## config.mk

```make
export PLATFORM = sky130hd
export DESIGN_NAME = scr_top
export DESIGN_NICKNAME = d
export VERILOG_FILES = /design/src/design/scr_pkg.sv /design/src/design/scr_rx_fifo.sv /design/src/design/scr_top.sv
export SDC_FILE = /design/constraint.sdc
export NUM_CORES = 1
export LEC_CHECK = 0
export ABC_AREA = 1
export BUFFER_PORTS_ARGS = -buffer_cell sky130_fd_sc_hd__buf_2
export CORE_UTILIZATION = 60
export DETAILED_ROUTE_END_ITERATION = 10
export PLACE_DENSITY = 0.81
export SYNTH_ARGS = -nofsm -noshare
export SYNTH_HDL_FRONTEND = slang
export SYNTH_SLANG_ARGS = --single-unit
```

## constraint.sdc

```tcl
create_clock -name pclk -period 3.45 [get_ports pclk]
set_input_delay 1.035 -clock pclk [delete_from_list [all_inputs] [get_ports pclk]]
set_output_delay 1.035 -clock pclk [all_outputs]
set_load 0.02 [all_outputs]
```

## src/design/scr_pkg.sv

```systemverilog
// package of register map, field layouts and types for the spi crc/dma slice
package scr_pkg;
    // register indices; the byte address on the bus is four times the index
    localparam logic [15:0] IDX_CRC_CTRL   = 16'hC0D2;
    localparam logic [15:0] IDX_CRC_VALUE  = 16'hC0D4;
    localparam logic [15:0] IDX_BYTE_DATA  = 16'hC0D6;
    localparam logic [15:0] IDX_TX_BASE    = 16'hC0D8;
    localparam logic [15:0] IDX_TX_COUNT   = 16'hC0DA;
    localparam logic [15:0] IDX_RX_BASE    = 16'hC0DC;
    localparam logic [15:0] IDX_RX_COUNT   = 16'hC0DE;
    localparam logic [15:0] IDX_IRQ_STATUS = 16'hC0E8;
    localparam logic [15:0] IDX_IRQ_MASK   = 16'hC0EA;
    localparam logic [15:0] IDX_XFER_CTRL  = 16'hC0EC;

    // crc control field positions
    localparam int CRC_MODE_LSB = 14;
    localparam int CRC_EN_BIT   = 13;
    localparam int CRC_CLR_BIT  = 12;
    localparam int CRC_RXSRC_BIT = 11;
    localparam int CRC_ONE_BIT  = 10;
    localparam int CRC_ZERO_BIT = 9;

    // transfer control field positions
    localparam int XC_BITLEN_LSB = 0;
    localparam int XC_FULLDUP_BIT = 4;
    localparam int XC_BLOCK_BIT  = 5;
    localparam int XC_TXGO_BIT   = 6;
    localparam int XC_RXGO_BIT   = 7;
    localparam int XC_RDY_BIT    = 8;
    localparam int XC_FIFOCNT_LSB = 9;

    // irq status bit positions
    localparam int IRQ_RX_BIT  = 0;
    localparam int IRQ_BLK_BIT = 1;
    localparam int IRQ_W       = 2;

    localparam logic [15:0] CRC_RESET   = 16'hFFFF;
    localparam logic [15:0] ADDR_RESET  = 16'h0000;
    localparam logic [10:0] COUNT_RESET = 11'h000;
    localparam int          COUNT_W     = 11;
    localparam logic [15:0] POLY_A      = 16'h1021;
    localparam logic [15:0] POLY_C      = 16'h8005;
    localparam logic [6:0]  POLY_SEVEN  = 7'h09;

    typedef enum logic [1:0] {
        SCR_POLY_CCITT = 2'b00,
        SCR_POLY_SEVEN = 2'b01,
        SCR_POLY_ALT   = 2'b10,
        SCR_POLY_RSVD  = 2'b11
    } scr_poly_t;

    typedef enum logic [1:0] {
        SCR_IDLE  = 2'b00,
        SCR_SHIFT = 2'b01,
        SCR_DONE  = 2'b11
    } scr_state_t;

    // dma memory request carried to the system bus
    typedef struct packed {
        logic        valid;
        logic        write;
        logic [15:0] addr;
        logic [7:0]  wdata;
    } scr_dma_req_t;

    // serial clock, bit and output enable carried out of the shifter
    typedef struct packed {
        logic sclk;
        logic mosi;
        logic mosi_oe;
    } scr_ser_out_t;
endpackage

```

## src/design/scr_rx_fifo.sv

```systemverilog
// eight-byte receive fifo with registered read data
`timescale 1ns/100ps
module scr_rx_fifo #(
    parameter int WIDTH = 8,
    parameter int DEPTH = 8
) (
    input  wire logic             pclk,     // system clock
    input  wire logic             presetn,  // async reset, active low
    input  wire logic             clr,      // flush contents
    input  wire logic             wr_en,    // push one entry
    input  wire logic [WIDTH-1:0] wr_data,  // entry to push
    input  wire logic             rd_en,    // pop one entry
    output logic      [WIDTH-1:0] rd_data,  // popped entry, registered
    output logic                  full,     // no room left
    output logic                  empty,    // nothing stored
    output logic [$clog2(DEPTH):0] level    // entries stored
);
    localparam int AW = $clog2(DEPTH);
    if (DEPTH < 2 || (1 << AW) != DEPTH) begin : g_bad_depth
        $error("depth must be a power of two, at least two");
    end

    logic [WIDTH-1:0] mem [DEPTH];
    logic [AW:0]      wp_ff;
    logic [AW:0]      rp_ff;
    logic [WIDTH-1:0] rd_data_ff;
    wire              do_wr = wr_en && !full;
    wire              do_rd = rd_en && !empty;

    assign full    = (wp_ff[AW] != rp_ff[AW])
                  && (wp_ff[AW-1:0] == rp_ff[AW-1:0]);
    assign empty   = (wp_ff == rp_ff);
    assign level   = wp_ff - rp_ff;
    assign rd_data = rd_data_ff;

    always_ff @(posedge pclk) begin
        if (do_wr) begin
            mem[wp_ff[AW-1:0]] <= wr_data;
        end
    end

    always_ff @(posedge pclk or negedge presetn) begin
        if (!presetn) begin
            wp_ff      <= '0;
            rp_ff      <= '0;
            rd_data_ff <= '0;
        end else if (clr) begin
            wp_ff <= '0;
            rp_ff <= '0;
        end else begin
            if (do_wr) wp_ff <= wp_ff + 1'b1;
            if (do_rd) begin
                rp_ff      <= rp_ff + 1'b1;
                rd_data_ff <= mem[rp_ff[AW-1:0]];
            end
        end
    end
endmodule

```

## src/design/scr_top.sv

```systemverilog
// spi crc, programmed byte and block dma register slice with apb slave
//
// Functional notes
// - full duplex: receive-source bit picks rx stream (1) or tx stream (0).
// - one-in-crc flag reads 1 when any crc bit is set.
// - zero-in-crc flag reads 1 when any crc bit is clear.
// - crc value register is 16-bit read/write, resets to all ones.
// - seven-bit polynomial keeps its result in crc bits 6:0.
// - byte mode data read pops one entry of the eight-byte receive fifo.
// - byte mode data write starts one transfer of programmed bit length.
// - transmit dma base address register, 16 bits, resets to zero.
// - transmit dma byte count, 11 bits, resets to zero.
// - receive dma base address register, 16 bits, resets to zero.
// - receive dma byte count, 11 bits, resets to zero.
// - polynomial select 00 ccitt, 01 seven-bit, 10 alternate, 11 reserved.
// - crc clear control presets crc to ones, always reads zero.
//
// The APB register port was left to the implementer.
`timescale 1ns/100ps
module scr_top
    import scr_pkg::*;
#(
    parameter int FIFO_DEPTH = 8
) (
    input  wire logic                  pclk,       // system clock
    input  wire logic                  presetn,    // async reset, active low
    input  wire logic                  psel,       // apb select
    input  wire logic                  penable,    // apb access phase
    input  wire logic                  pwrite,     // apb write
    input  wire logic [17:0]           paddr,      // apb byte address
    input  wire logic [31:0]           pwdata,     // apb write data
    output logic      [31:0]           prdata,     // apb read data
    output logic                       pready,     // apb ready
    output logic                       pslverr,    // apb error
    output logic                       irq,        // level interrupt
    output scr_pkg::scr_ser_out_t      ser_out,    // serial clock and data out
    input  wire logic                  miso,       // serial data in (pin)
    output scr_pkg::scr_dma_req_t      dma_req,    // dma memory request
    input  wire logic                  dma_ack,    // dma request accepted
    input  wire logic [7:0]            dma_rdata   // dma read byte, with ack
);
    import scr_pkg::*;

    // ================================================================
    // apb decode
    // ================================================================
    logic [15:0] idx;
    logic        acc;
    logic        wr;
    logic        rd;
    logic        hit;
    assign idx = paddr[17:2];
    assign acc = psel && penable;
    assign wr  = acc && pwrite;
    assign rd  = acc && !pwrite;
    assign hit = (idx == IDX_CRC_CTRL) || (idx == IDX_CRC_VALUE)
              || (idx == IDX_BYTE_DATA) || (idx == IDX_TX_BASE)
              || (idx == IDX_TX_COUNT) || (idx == IDX_RX_BASE)
              || (idx == IDX_RX_COUNT) || (idx == IDX_IRQ_STATUS)
              || (idx == IDX_IRQ_MASK) || (idx == IDX_XFER_CTRL);

    logic wr_crcc;
    logic wr_crcv;
    logic wr_data;
    logic rd_data;
    logic wr_xc;
    logic rd_stat;
    assign wr_crcc = wr && (idx == IDX_CRC_CTRL);
    assign wr_crcv = wr && (idx == IDX_CRC_VALUE);
    assign wr_data = wr && (idx == IDX_BYTE_DATA);
    assign rd_data = rd && (idx == IDX_BYTE_DATA);
    assign wr_xc   = wr && (idx == IDX_XFER_CTRL);
    assign rd_stat = rd && (idx == IDX_IRQ_STATUS);

    // ================================================================
    // registers
    // ================================================================
    logic [1:0]         poly_ff;
    logic               crc_en_ff;
    logic               rxsrc_ff;
    logic [15:0]        tx_base_ff;
    logic [COUNT_W-1:0] tx_cnt_ff;
    logic [15:0]        rx_base_ff;
    logic [COUNT_W-1:0] rx_cnt_ff;
    logic [IRQ_W-1:0]   mask_ff;
    logic [3:0]         bitlen_ff;
    logic               fdup_ff;
    logic               block_ff;

    always_ff @(posedge pclk or negedge presetn) begin
        if (!presetn) begin
            poly_ff    <= SCR_POLY_CCITT;
            crc_en_ff  <= 1'b0;
            rxsrc_ff   <= 1'b0;
            tx_base_ff <= ADDR_RESET;
            tx_cnt_ff  <= COUNT_RESET;
            rx_base_ff <= ADDR_RESET;
            rx_cnt_ff  <= COUNT_RESET;
            mask_ff    <= '0;
            bitlen_ff  <= 4'h7;
            fdup_ff    <= 1'b0;
            block_ff   <= 1'b0;
        end else if (wr) begin
            unique case (idx)
                IDX_CRC_CTRL: begin
                    poly_ff   <= pwdata[CRC_MODE_LSB +: 2];
                    crc_en_ff <= pwdata[CRC_EN_BIT];
                    rxsrc_ff  <= pwdata[CRC_RXSRC_BIT];
                end
                IDX_TX_BASE:  tx_base_ff <= pwdata[15:0];
                IDX_TX_COUNT: tx_cnt_ff  <= pwdata[COUNT_W-1:0];
                IDX_RX_BASE:  rx_base_ff <= pwdata[15:0];
                IDX_RX_COUNT: rx_cnt_ff  <= pwdata[COUNT_W-1:0];
                IDX_IRQ_MASK: mask_ff    <= pwdata[IRQ_W-1:0];
                IDX_XFER_CTRL: begin
                    bitlen_ff <= pwdata[XC_BITLEN_LSB +: 4];
                    fdup_ff   <= pwdata[XC_FULLDUP_BIT];
                    block_ff  <= pwdata[XC_BLOCK_BIT];
                end
                default: ;
            endcase
        end
    end

    // ================================================================
    // miso synchroniser
    // ================================================================
    logic miso_s1_ff;
    logic miso_s2_ff;
    always_ff @(posedge pclk or negedge presetn) begin
        if (!presetn) begin
            miso_s1_ff <= 1'b0;
            miso_s2_ff <= 1'b0;
        end else begin
            miso_s1_ff <= miso;
            miso_s2_ff <= miso_s1_ff;
        end
    end

    // ================================================================
    // serial shifter (master, one bit per two clocks)
    // ================================================================
    scr_state_t  st_ff;
    scr_state_t  nxt_st;
    logic [7:0]  tx_sh_ff;
    logic [7:0]  rx_sh_ff;
    logic [3:0]  bit_ff;
    logic        ph_ff;
    logic        sclk_ff;
    logic        mosi_ff;
    logic        oe_ff;
    logic        blk_tx_ff;
    logic        blk_rx_ff;
    logic        start_pio;
    logic        start_blk;
    logic [7:0]  start_byte;
    logic        sample;
    logic        last_bit;
    logic        byte_done;
    logic        fifo_full;
    logic        fifo_empty;
    logic [7:0]  fifo_rd;
    logic [$clog2(FIFO_DEPTH):0] fifo_lvl;

    assign sample    = (st_ff == SCR_SHIFT) && ph_ff;
    assign last_bit  = sample && (bit_ff == bitlen_ff);
    assign byte_done = (st_ff == SCR_DONE);

    // the pin synchroniser lags two clocks, so each received bit is taken
    // one edge after its sampling edge; the last lands in the done state
    logic        rx_step;
    logic [7:0]  rx_byte;
    assign rx_step = ((st_ff == SCR_SHIFT) && !ph_ff && (bit_ff != 4'h0))
                  || byte_done;
    assign rx_byte = {rx_sh_ff[6:0], miso_s2_ff};

    // dma engine signals
    logic [15:0]        dma_addr_ff;
    logic [COUNT_W-1:0] dma_left_ff;
    logic               dma_tx_ff;
    logic               dma_run_ff;
    logic               dma_pend_ff;
    logic [7:0]         dma_byte_ff;
    logic               dma_have_ff;
    logic               blk_go;

    // go bits count when the same write also sets the block mode bit
    assign blk_go     = wr_xc && pwdata[XC_BLOCK_BIT]
                     && (pwdata[XC_TXGO_BIT] || pwdata[XC_RXGO_BIT]);
    assign start_pio  = wr_data && !block_ff;
    assign start_blk  = dma_run_ff && dma_have_ff && (st_ff == SCR_IDLE);
    assign start_byte = start_pio ? pwdata[7:0] : dma_byte_ff;

    always_comb begin
        nxt_st = st_ff;
        unique case (st_ff)
            SCR_IDLE:  if (start_pio || start_blk) nxt_st = SCR_SHIFT;
            SCR_SHIFT: if (last_bit) nxt_st = SCR_DONE;
            SCR_DONE:  nxt_st = SCR_IDLE;
            default:   nxt_st = SCR_IDLE;
        endcase
    end

    always_ff @(posedge pclk or negedge presetn) begin
        if (!presetn) begin
            st_ff    <= SCR_IDLE;
            tx_sh_ff <= '0;
            rx_sh_ff <= '0;
            bit_ff   <= '0;
            ph_ff    <= 1'b0;
            sclk_ff  <= 1'b0;
            mosi_ff  <= 1'b0;
            oe_ff    <= 1'b0;
        end else begin
            st_ff <= nxt_st;
            if (rx_step) rx_sh_ff <= rx_byte;
            if (st_ff == SCR_IDLE && (start_pio || start_blk)) begin
                tx_sh_ff <= start_byte << 1;
                mosi_ff  <= start_byte[7];
                oe_ff    <= 1'b1;
                bit_ff   <= '0;
                ph_ff    <= 1'b0;
            end else if (st_ff == SCR_SHIFT) begin
                ph_ff   <= !ph_ff;
                sclk_ff <= !ph_ff;
                if (ph_ff) begin
                    mosi_ff  <= tx_sh_ff[7];
                    tx_sh_ff <= tx_sh_ff << 1;
                    bit_ff   <= bit_ff + 4'h1;
                end
            end else begin
                sclk_ff <= 1'b0;
                oe_ff   <= 1'b0;
            end
        end
    end
    assign ser_out = '{sclk: sclk_ff, mosi: mosi_ff, mosi_oe: oe_ff};

    // ================================================================
    // crc engine, one bit per sampled clock edge
    // ================================================================
    logic [15:0] crc_ff;
    logic [15:0] nxt_crc;
    logic        crc_in;
    logic        fb16;
    logic        fb7;
    logic        crc_rx;
    logic        crc_step;
    // full duplex picks the stream; half duplex follows the dma direction
    assign crc_rx   = fdup_ff ? rxsrc_ff : blk_rx_ff;
    assign crc_in   = crc_rx ? miso_s2_ff : mosi_ff;
    assign crc_step = crc_rx ? rx_step : sample;
    assign fb16 = crc_ff[15] ^ crc_in;
    assign fb7  = crc_ff[6] ^ crc_in;

    always_comb begin
        nxt_crc = crc_ff;
        unique case (scr_poly_t'(poly_ff))
            SCR_POLY_SEVEN:
                nxt_crc = {9'h000,
                           {crc_ff[5:0], 1'b0} ^ (fb7 ? POLY_SEVEN : 7'h00)};
            SCR_POLY_ALT:
                nxt_crc = {crc_ff[14:0], 1'b0} ^ (fb16 ? POLY_C : 16'h0000);
            default:
                nxt_crc = {crc_ff[14:0], 1'b0} ^ (fb16 ? POLY_A : 16'h0000);
        endcase
    end

    always_ff @(posedge pclk or negedge presetn) begin
        if (!presetn) begin
            crc_ff <= CRC_RESET;
        end else if (wr_crcc && pwdata[CRC_CLR_BIT]) begin
            crc_ff <= CRC_RESET;
        end else if (wr_crcv) begin
            crc_ff <= pwdata[15:0];
        end else if (crc_en_ff && crc_step) begin
            crc_ff <= nxt_crc;
        end
    end

    // ================================================================
    // receive fifo
    // ================================================================
    logic fifo_push;
    assign fifo_push = byte_done && !block_ff;
    scr_rx_fifo #(.WIDTH(8), .DEPTH(FIFO_DEPTH)) u_fifo (
        .pclk    (pclk),
        .presetn (presetn),
        .clr     (1'b0),
        .wr_en   (fifo_push),
        .wr_data (rx_byte),
        .rd_en   (rd_data && !block_ff),
        .rd_data (fifo_rd),
        .full    (fifo_full),
        .empty   (fifo_empty),
        .level   (fifo_lvl)
    );

    // ================================================================
    // block dma engine
    // ================================================================
    always_ff @(posedge pclk or negedge presetn) begin
        if (!presetn) begin
            dma_addr_ff <= ADDR_RESET;
            dma_left_ff <= COUNT_RESET;
            dma_tx_ff   <= 1'b0;
            dma_run_ff  <= 1'b0;
            dma_pend_ff <= 1'b0;
            dma_byte_ff <= '0;
            dma_have_ff <= 1'b0;
            blk_tx_ff   <= 1'b0;
            blk_rx_ff   <= 1'b0;
        end else if (blk_go && !dma_run_ff) begin
            dma_tx_ff   <= pwdata[XC_TXGO_BIT];
            blk_tx_ff   <= pwdata[XC_TXGO_BIT];
            blk_rx_ff   <= !pwdata[XC_TXGO_BIT];
            dma_addr_ff <= pwdata[XC_TXGO_BIT] ? tx_base_ff : rx_base_ff;
            dma_left_ff <= pwdata[XC_TXGO_BIT] ? tx_cnt_ff : rx_cnt_ff;
            dma_run_ff  <= pwdata[XC_TXGO_BIT] ? (tx_cnt_ff != '0)
                                               : (rx_cnt_ff != '0);
            dma_pend_ff <= pwdata[XC_TXGO_BIT];
            dma_have_ff <= !pwdata[XC_TXGO_BIT];
            dma_byte_ff <= 8'hFF;
        end else if (dma_run_ff) begin
            if (dma_pend_ff && dma_ack) begin
                dma_pend_ff <= 1'b0;
                if (dma_tx_ff) begin
                    dma_byte_ff <= dma_rdata;
                    dma_have_ff <= 1'b1;
                end else begin
                    dma_addr_ff <= dma_addr_ff + 16'h0001;
                    dma_left_ff <= dma_left_ff - 11'h001;
                    dma_run_ff  <= (dma_left_ff != 11'h001);
                    dma_have_ff <= 1'b1;
                end
            end else if (start_blk) begin
                dma_have_ff <= 1'b0;
            end else if (byte_done && !dma_pend_ff) begin
                if (dma_tx_ff) begin
                    dma_addr_ff <= dma_addr_ff + 16'h0001;
                    dma_left_ff <= dma_left_ff - 11'h001;
                    dma_run_ff  <= (dma_left_ff != 11'h001);
                    dma_pend_ff <= (dma_left_ff != 11'h001);
                end else begin
                    dma_byte_ff <= rx_byte;
                    dma_pend_ff <= 1'b1;
                end
            end
        end
    end

    logic dma_fin;
    assign dma_fin = dma_run_ff && !(dma_left_ff != 11'h001)
        && ((dma_tx_ff && byte_done && !dma_pend_ff)
            || (!dma_tx_ff && dma_pend_ff && dma_ack));

    scr_dma_req_t dma_req_ff;
    always_ff @(posedge pclk or negedge presetn) begin
        if (!presetn) begin
            dma_req_ff <= '0;
        end else begin
            dma_req_ff <= '{valid: dma_pend_ff && dma_run_ff && !dma_ack,
                            write: !dma_tx_ff,
                            addr:  dma_addr_ff,
                            wdata: dma_byte_ff};
        end
    end
    assign dma_req = dma_req_ff;

    // ================================================================
    // interrupt status and apb read
    // ================================================================
    logic [IRQ_W-1:0] stat_ff;
    logic [IRQ_W-1:0] nxt_stat;
    logic [IRQ_W-1:0] ev;
    logic             irq_ff;
    logic [31:0]      prdata_ff;
    assign ev[IRQ_RX_BIT]  = fifo_push;
    assign ev[IRQ_BLK_BIT] = dma_fin;

    // a read clears only the bits it reported; a same-cycle event still sets
    assign nxt_stat = (stat_ff & ~(rd_stat ? prdata_ff[IRQ_W-1:0] : '0)) | ev;
    always_ff @(posedge pclk or negedge presetn) begin
        if (!presetn) begin
            stat_ff <= '0;
            irq_ff  <= 1'b0;
        end else begin
            stat_ff <= nxt_stat;
            irq_ff  <= |(nxt_stat & mask_ff);
        end
    end
    assign irq = irq_ff;

    logic [15:0] crcc_rd;
    logic [15:0] xc_rd;
    logic [15:0] rmux;
    logic        one_in;
    logic        zero_in;
    assign one_in  = |crc_ff;
    assign zero_in = ~&crc_ff;
    assign crcc_rd = {poly_ff, crc_en_ff, 1'b0, rxsrc_ff,
                      one_in, zero_in, 9'h000};
    // [12:9] fill level, [8] data ready, go bits read zero
    assign xc_rd = {3'h0, 4'(fifo_lvl), !fifo_empty, 2'b00, block_ff,
                    fdup_ff, bitlen_ff};

    always_comb begin
        rmux = 16'h0000;
        unique case (idx)
            IDX_CRC_CTRL:   rmux = crcc_rd;
            IDX_CRC_VALUE:  rmux = crc_ff;
            IDX_BYTE_DATA:  rmux = {8'h00, fifo_rd};
            IDX_TX_BASE:    rmux = tx_base_ff;
            IDX_TX_COUNT:   rmux = {5'h00, tx_cnt_ff};
            IDX_RX_BASE:    rmux = rx_base_ff;
            IDX_RX_COUNT:   rmux = {5'h00, rx_cnt_ff};
            IDX_IRQ_STATUS: rmux = {14'h0000, stat_ff};
            IDX_IRQ_MASK:   rmux = {14'h0000, mask_ff};
            IDX_XFER_CTRL:  rmux = xc_rd;
            default:        rmux = 16'h0000;
        endcase
    end

    // no wait state: setup registers the data, ready with it in the first access cycle
    logic        rdy_ff;
    logic        err_ff;
    always_ff @(posedge pclk or negedge presetn) begin
        if (!presetn) begin
            rdy_ff    <= 1'b0;
            prdata_ff <= '0;
            err_ff    <= 1'b0;
        end else begin
            rdy_ff    <= psel && !penable;
            err_ff    <= psel && !penable && !(idx == IDX_CRC_CTRL || hit);
            prdata_ff <= (psel && !penable && !pwrite) ? {16'h0000, rmux}
                                                       : 32'h0;
        end
    end
    assign pready  = rdy_ff;
    assign pslverr = err_ff;
    assign prdata  = prdata_ff;
endmodule

```

==> results.yml <==
outcome:
  status: "finished, final reports clean"
cells_and_area:
  synthToLayoutAreaGrowth_pct: 12.1
  layout_commonest_cell: "nand2_1"
  diodes: 0
  drive_gt1_share_pct: 12.5
  nets: 1829
  layout_common_cells: "nand2_1, dfrtp_1, nor2_1"
  post-route-util_pct: 69.4
  fill_cells: 1735
  final_area_um2: 15400
synthesis:
  async_flop_share_pct: 76.7
  synth-edff-count: 64
  syn_inst: 1660
  ys.flop_type: "dfrtp_1"
  ys_types: 47
  synth_area_per_cell_um2: 8.27
  synth_seq_area_share_pct: 52.6
  netlist_area_um2: 13700
  ys_ff_latch: 275
  yosysWarnings: 0
pwr:
  leakage_nw: 7.30
  power_density_nw_per_um2: 430
  swShare_pct: 21.2
  irDropWorstVdd_uv: 510
  intPower_mw: 5.22
  p_switching_mw: 1.40
  p_seq_share_pct: 50.3
  combPwrFrac_pct: 3.2
  power_frac_clock_pct: 46.4
placement:
  port_buffers: 94
  gp_congestion: 0.945
  placed_cell_area_um2: 14400
  dp_hpwl_um: 25100
clock_tree:
  hold_buffers: 0
  cts_root_buffer: "clkbuf_16"
  cts_tree: "yes"
  cts_resized: 0
  cts_sinks: 275
  clk_pin_slew_ns: 0.07
  cts_inserted_buffers: 28
  htreeDepth: 1
  cts_setup_buffers: 0
  cts_buffer_depth: 3
  clock_latency_ns: 0.55
die:
  core-area_um2: 22200
  num_io_pins: 129
  die-area_um2: 23500
  die_w_um: 153
  rows: 54
  start_util_pct: 61.9
  die_h_um: 153
route:
  drtIter0Drc: 1148
  vias: 11900
  postRouteAntennaNets: 0
  via_per_inst: 5.82
  wl_per_cell_um: 17.6
  drc: 0
  routed_wl_um: 36000
  first_pass_iters: 5
timing:
  hold_slack_ns: 0.350
  finClkSkew_ns: 0.00916
  relSlewSlack_pct: 40.1
  slew_viol_final: 0
  setup_tns_ns: 0
  rsz0062_at_grt: "no"
  fin_crit_sh_pct: 75.9
  hold_violations: 0
  setup_violations: 0
  worst_slew_pin_slew_ns: 0.897
  timing.fmax_mhz: 382
  min_period_ns: 2.62
hold_path:
  hold_class: "reg -> reg"
  worstHoldStart: "miso_s1_ff$_DFF_PN0_"
  whs_path_depth: 0
  holdPathEnd: "miso_s2_ff$_DFF_PN0_"
critical_path:
  r2r_start: "bit_ff[0]$_DFFE_PN0P_"
  setup.worst_path.end_class: "register"
  path_cells: "inv_1 -> ha_1 -> nand2_1 -> nand2_1 -> nand2_1 -> o21ai_0 -> nand2_1 -> nand2_1 -> clkinv_1 -> nand3_1 -> nand2_1 -> inv_1"
  critical_path_required_ns: 3.94
  r2r_slack_ns: 0.83
  cpMaxStageDelayCell: "o21ai_0"
  crit_top_cell: "nand2_1"
  crit_arrival_ns: 3.11
  path_max_fanout: 14
  timing.rr.end: "crc_ff[3]$_DFFE_PN1P_"
  critPathKind: "reg -> reg"
  cp-start-kind: "register"
  crit_path_max_incr_delay_ns: 0.56
  ff2ff_path_depth: 12
global_route:
  grt_max_degree: 84
  grt_usage_pct: 31.2
  grt_pass1_wl_um: 58200
  antenna_found_initial: 0
  grt-ovfl-total: 0
  grt_pass1_vias: 11200
job:
  max_cap_viol_count: 0
## state kept, by name, indices dropped and copies added (netlist names), 4 cells and up
register / count
bit_ff: 4
bitlen_ff: 4
crc_ff: 16
dma_addr_ff: 16
dma_byte_ff: 8
dma_left_ff: 11
dma_req: 26
prdata: 16
rx_base_ff: 16
rx_cnt_ff: 11
rx_sh_ff: 7
tx_base_ff: 16
tx_cnt_ff: 11
tx_sh_ff: 7
u_fifo.mem: 64
u_fifo.rd_data: 8
u_fifo.rp_ff: 4
u_fifo.wp_ff: 4
## worst max-delay path: cells and delay by family, from the launching register on
| family | cells | cell delay [ns] |
|---|---|---|
| compound gates | 1 | 0.56 |
| fa+ha+maj | 1 | 0.17 |
| flops | 1 | 0.40 |
| simple gates | 7 | 0.97 |
| buf+inv | 3 | 0.45 |
## routing by layer
metal  up-vias  wire length (um)  global-route usage [%]
met5         -                 0                       0
met4         0              1340                    12.2
met3        97              2570                    3.91
met2       534             17400                    51.9
met1      5691             14700                    41.9
li1       5609                 -                       -
## per-stage QoR
step / setup WS, ns / power (mW) / cells
after global placement: 0.439 / 3.60 / 2001
after detailed placement: 0.356 / 3.61 / 2001
after global routing: 0.635 / 6.80 / 2050
after CTS: 0.839 / 6.64 / 2050
final: 0.832 / 6.62 / 2050
after floorplan: 0.667 / 3.50 / 1675
## worst max-delay path by stage
stage	from	cells past startpoint	end
after global placement	paddr[13]	11	dma_left_ff[8]$_DFFE_PN0P_
final	bit_ff[0]$_DFFE_PN0P_	12	crc_ff[3]$_DFFE_PN1P_
after floorplan	u_fifo.rp_ff[1]$_DFFE_PN0P_	8	u_fifo.mem[7][0]$_DFFE_PP_
after CTS	bit_ff[0]$_DFFE_PN0P_	12	crc_ff[12]$_DFFE_PN1P_
after detailed placement	paddr[13]	11	tx_cnt_ff[3]$_DFFE_PN0P_
after global routing	paddr[15]	10	tx_cnt_ff[3]$_DFFE_PN0P_
## cells in the mapped netlist, types with 16 or more instances
cell type / number / area share, %
buf_4: 23 / 1.3
dfstp_2: 19 / 3.6
nor3_1: 24 / 0.87
edfxtp_1: 64 / 14
dfrtp_1: 192 / 35
nand2_1: 498 / 14
a21oi_1: 24 / 0.87
buf_2: 16 / 0.58
o21ai_0: 155 / 5.7
inv_1: 137 / 3.7
nand3_1: 70 / 2.6
nand4_1: 72 / 3.3
nor2_1: 173 / 4.7
clkbuf_1: 37 / 1.0
xor2_1: 25 / 1.6
## kinds of logic (layout without fill, tap and decap cells)
family | Yosys count | after routing | share of synthesized area, %
adders and majority gates | 13 | 13 | 1.24
muxes | 1 | 1 | 0.0820
xor gates and xnor gates | 31 | 31 | 1.98
buffers and inverters | 234 | 329 | 7.50
and+or+nand+nor | 875 | 875 | 27.4
DFF | 275 | 275 | 52.6
other | 1 | 16 | 0.0273
AOI/OAI and AO/OA | 230 | 230 | 9.12
## power by group through the flow
stage	Combinational, mW	Clock, mW	Sequential [mW]
final	0.215	3.08	3.33
after global placement	0.211	0	3.39
after detailed placement	0.214	0	3.39
after floorplan	0.107	0	3.39
after global routing	0.239	3.23	3.33
after CTS	0.214	3.09	3.33
## layout make-up
cell class | instances | area, um2 | share of cell area (%)
inverter | 149 | 559 | 3.64
tap | 280 | 350 | 2.28
timing repair buffer | 131 | 782 | 5.08
sequential | 275 | 7230 | 47.0
multi-input combinational | 1166 | 5530 | 35.9
clock buffer | 44 | 862 | 5.60
clock inverter | 5 | 77.6 | 0.504
Power figures use the tool's default switching activity.
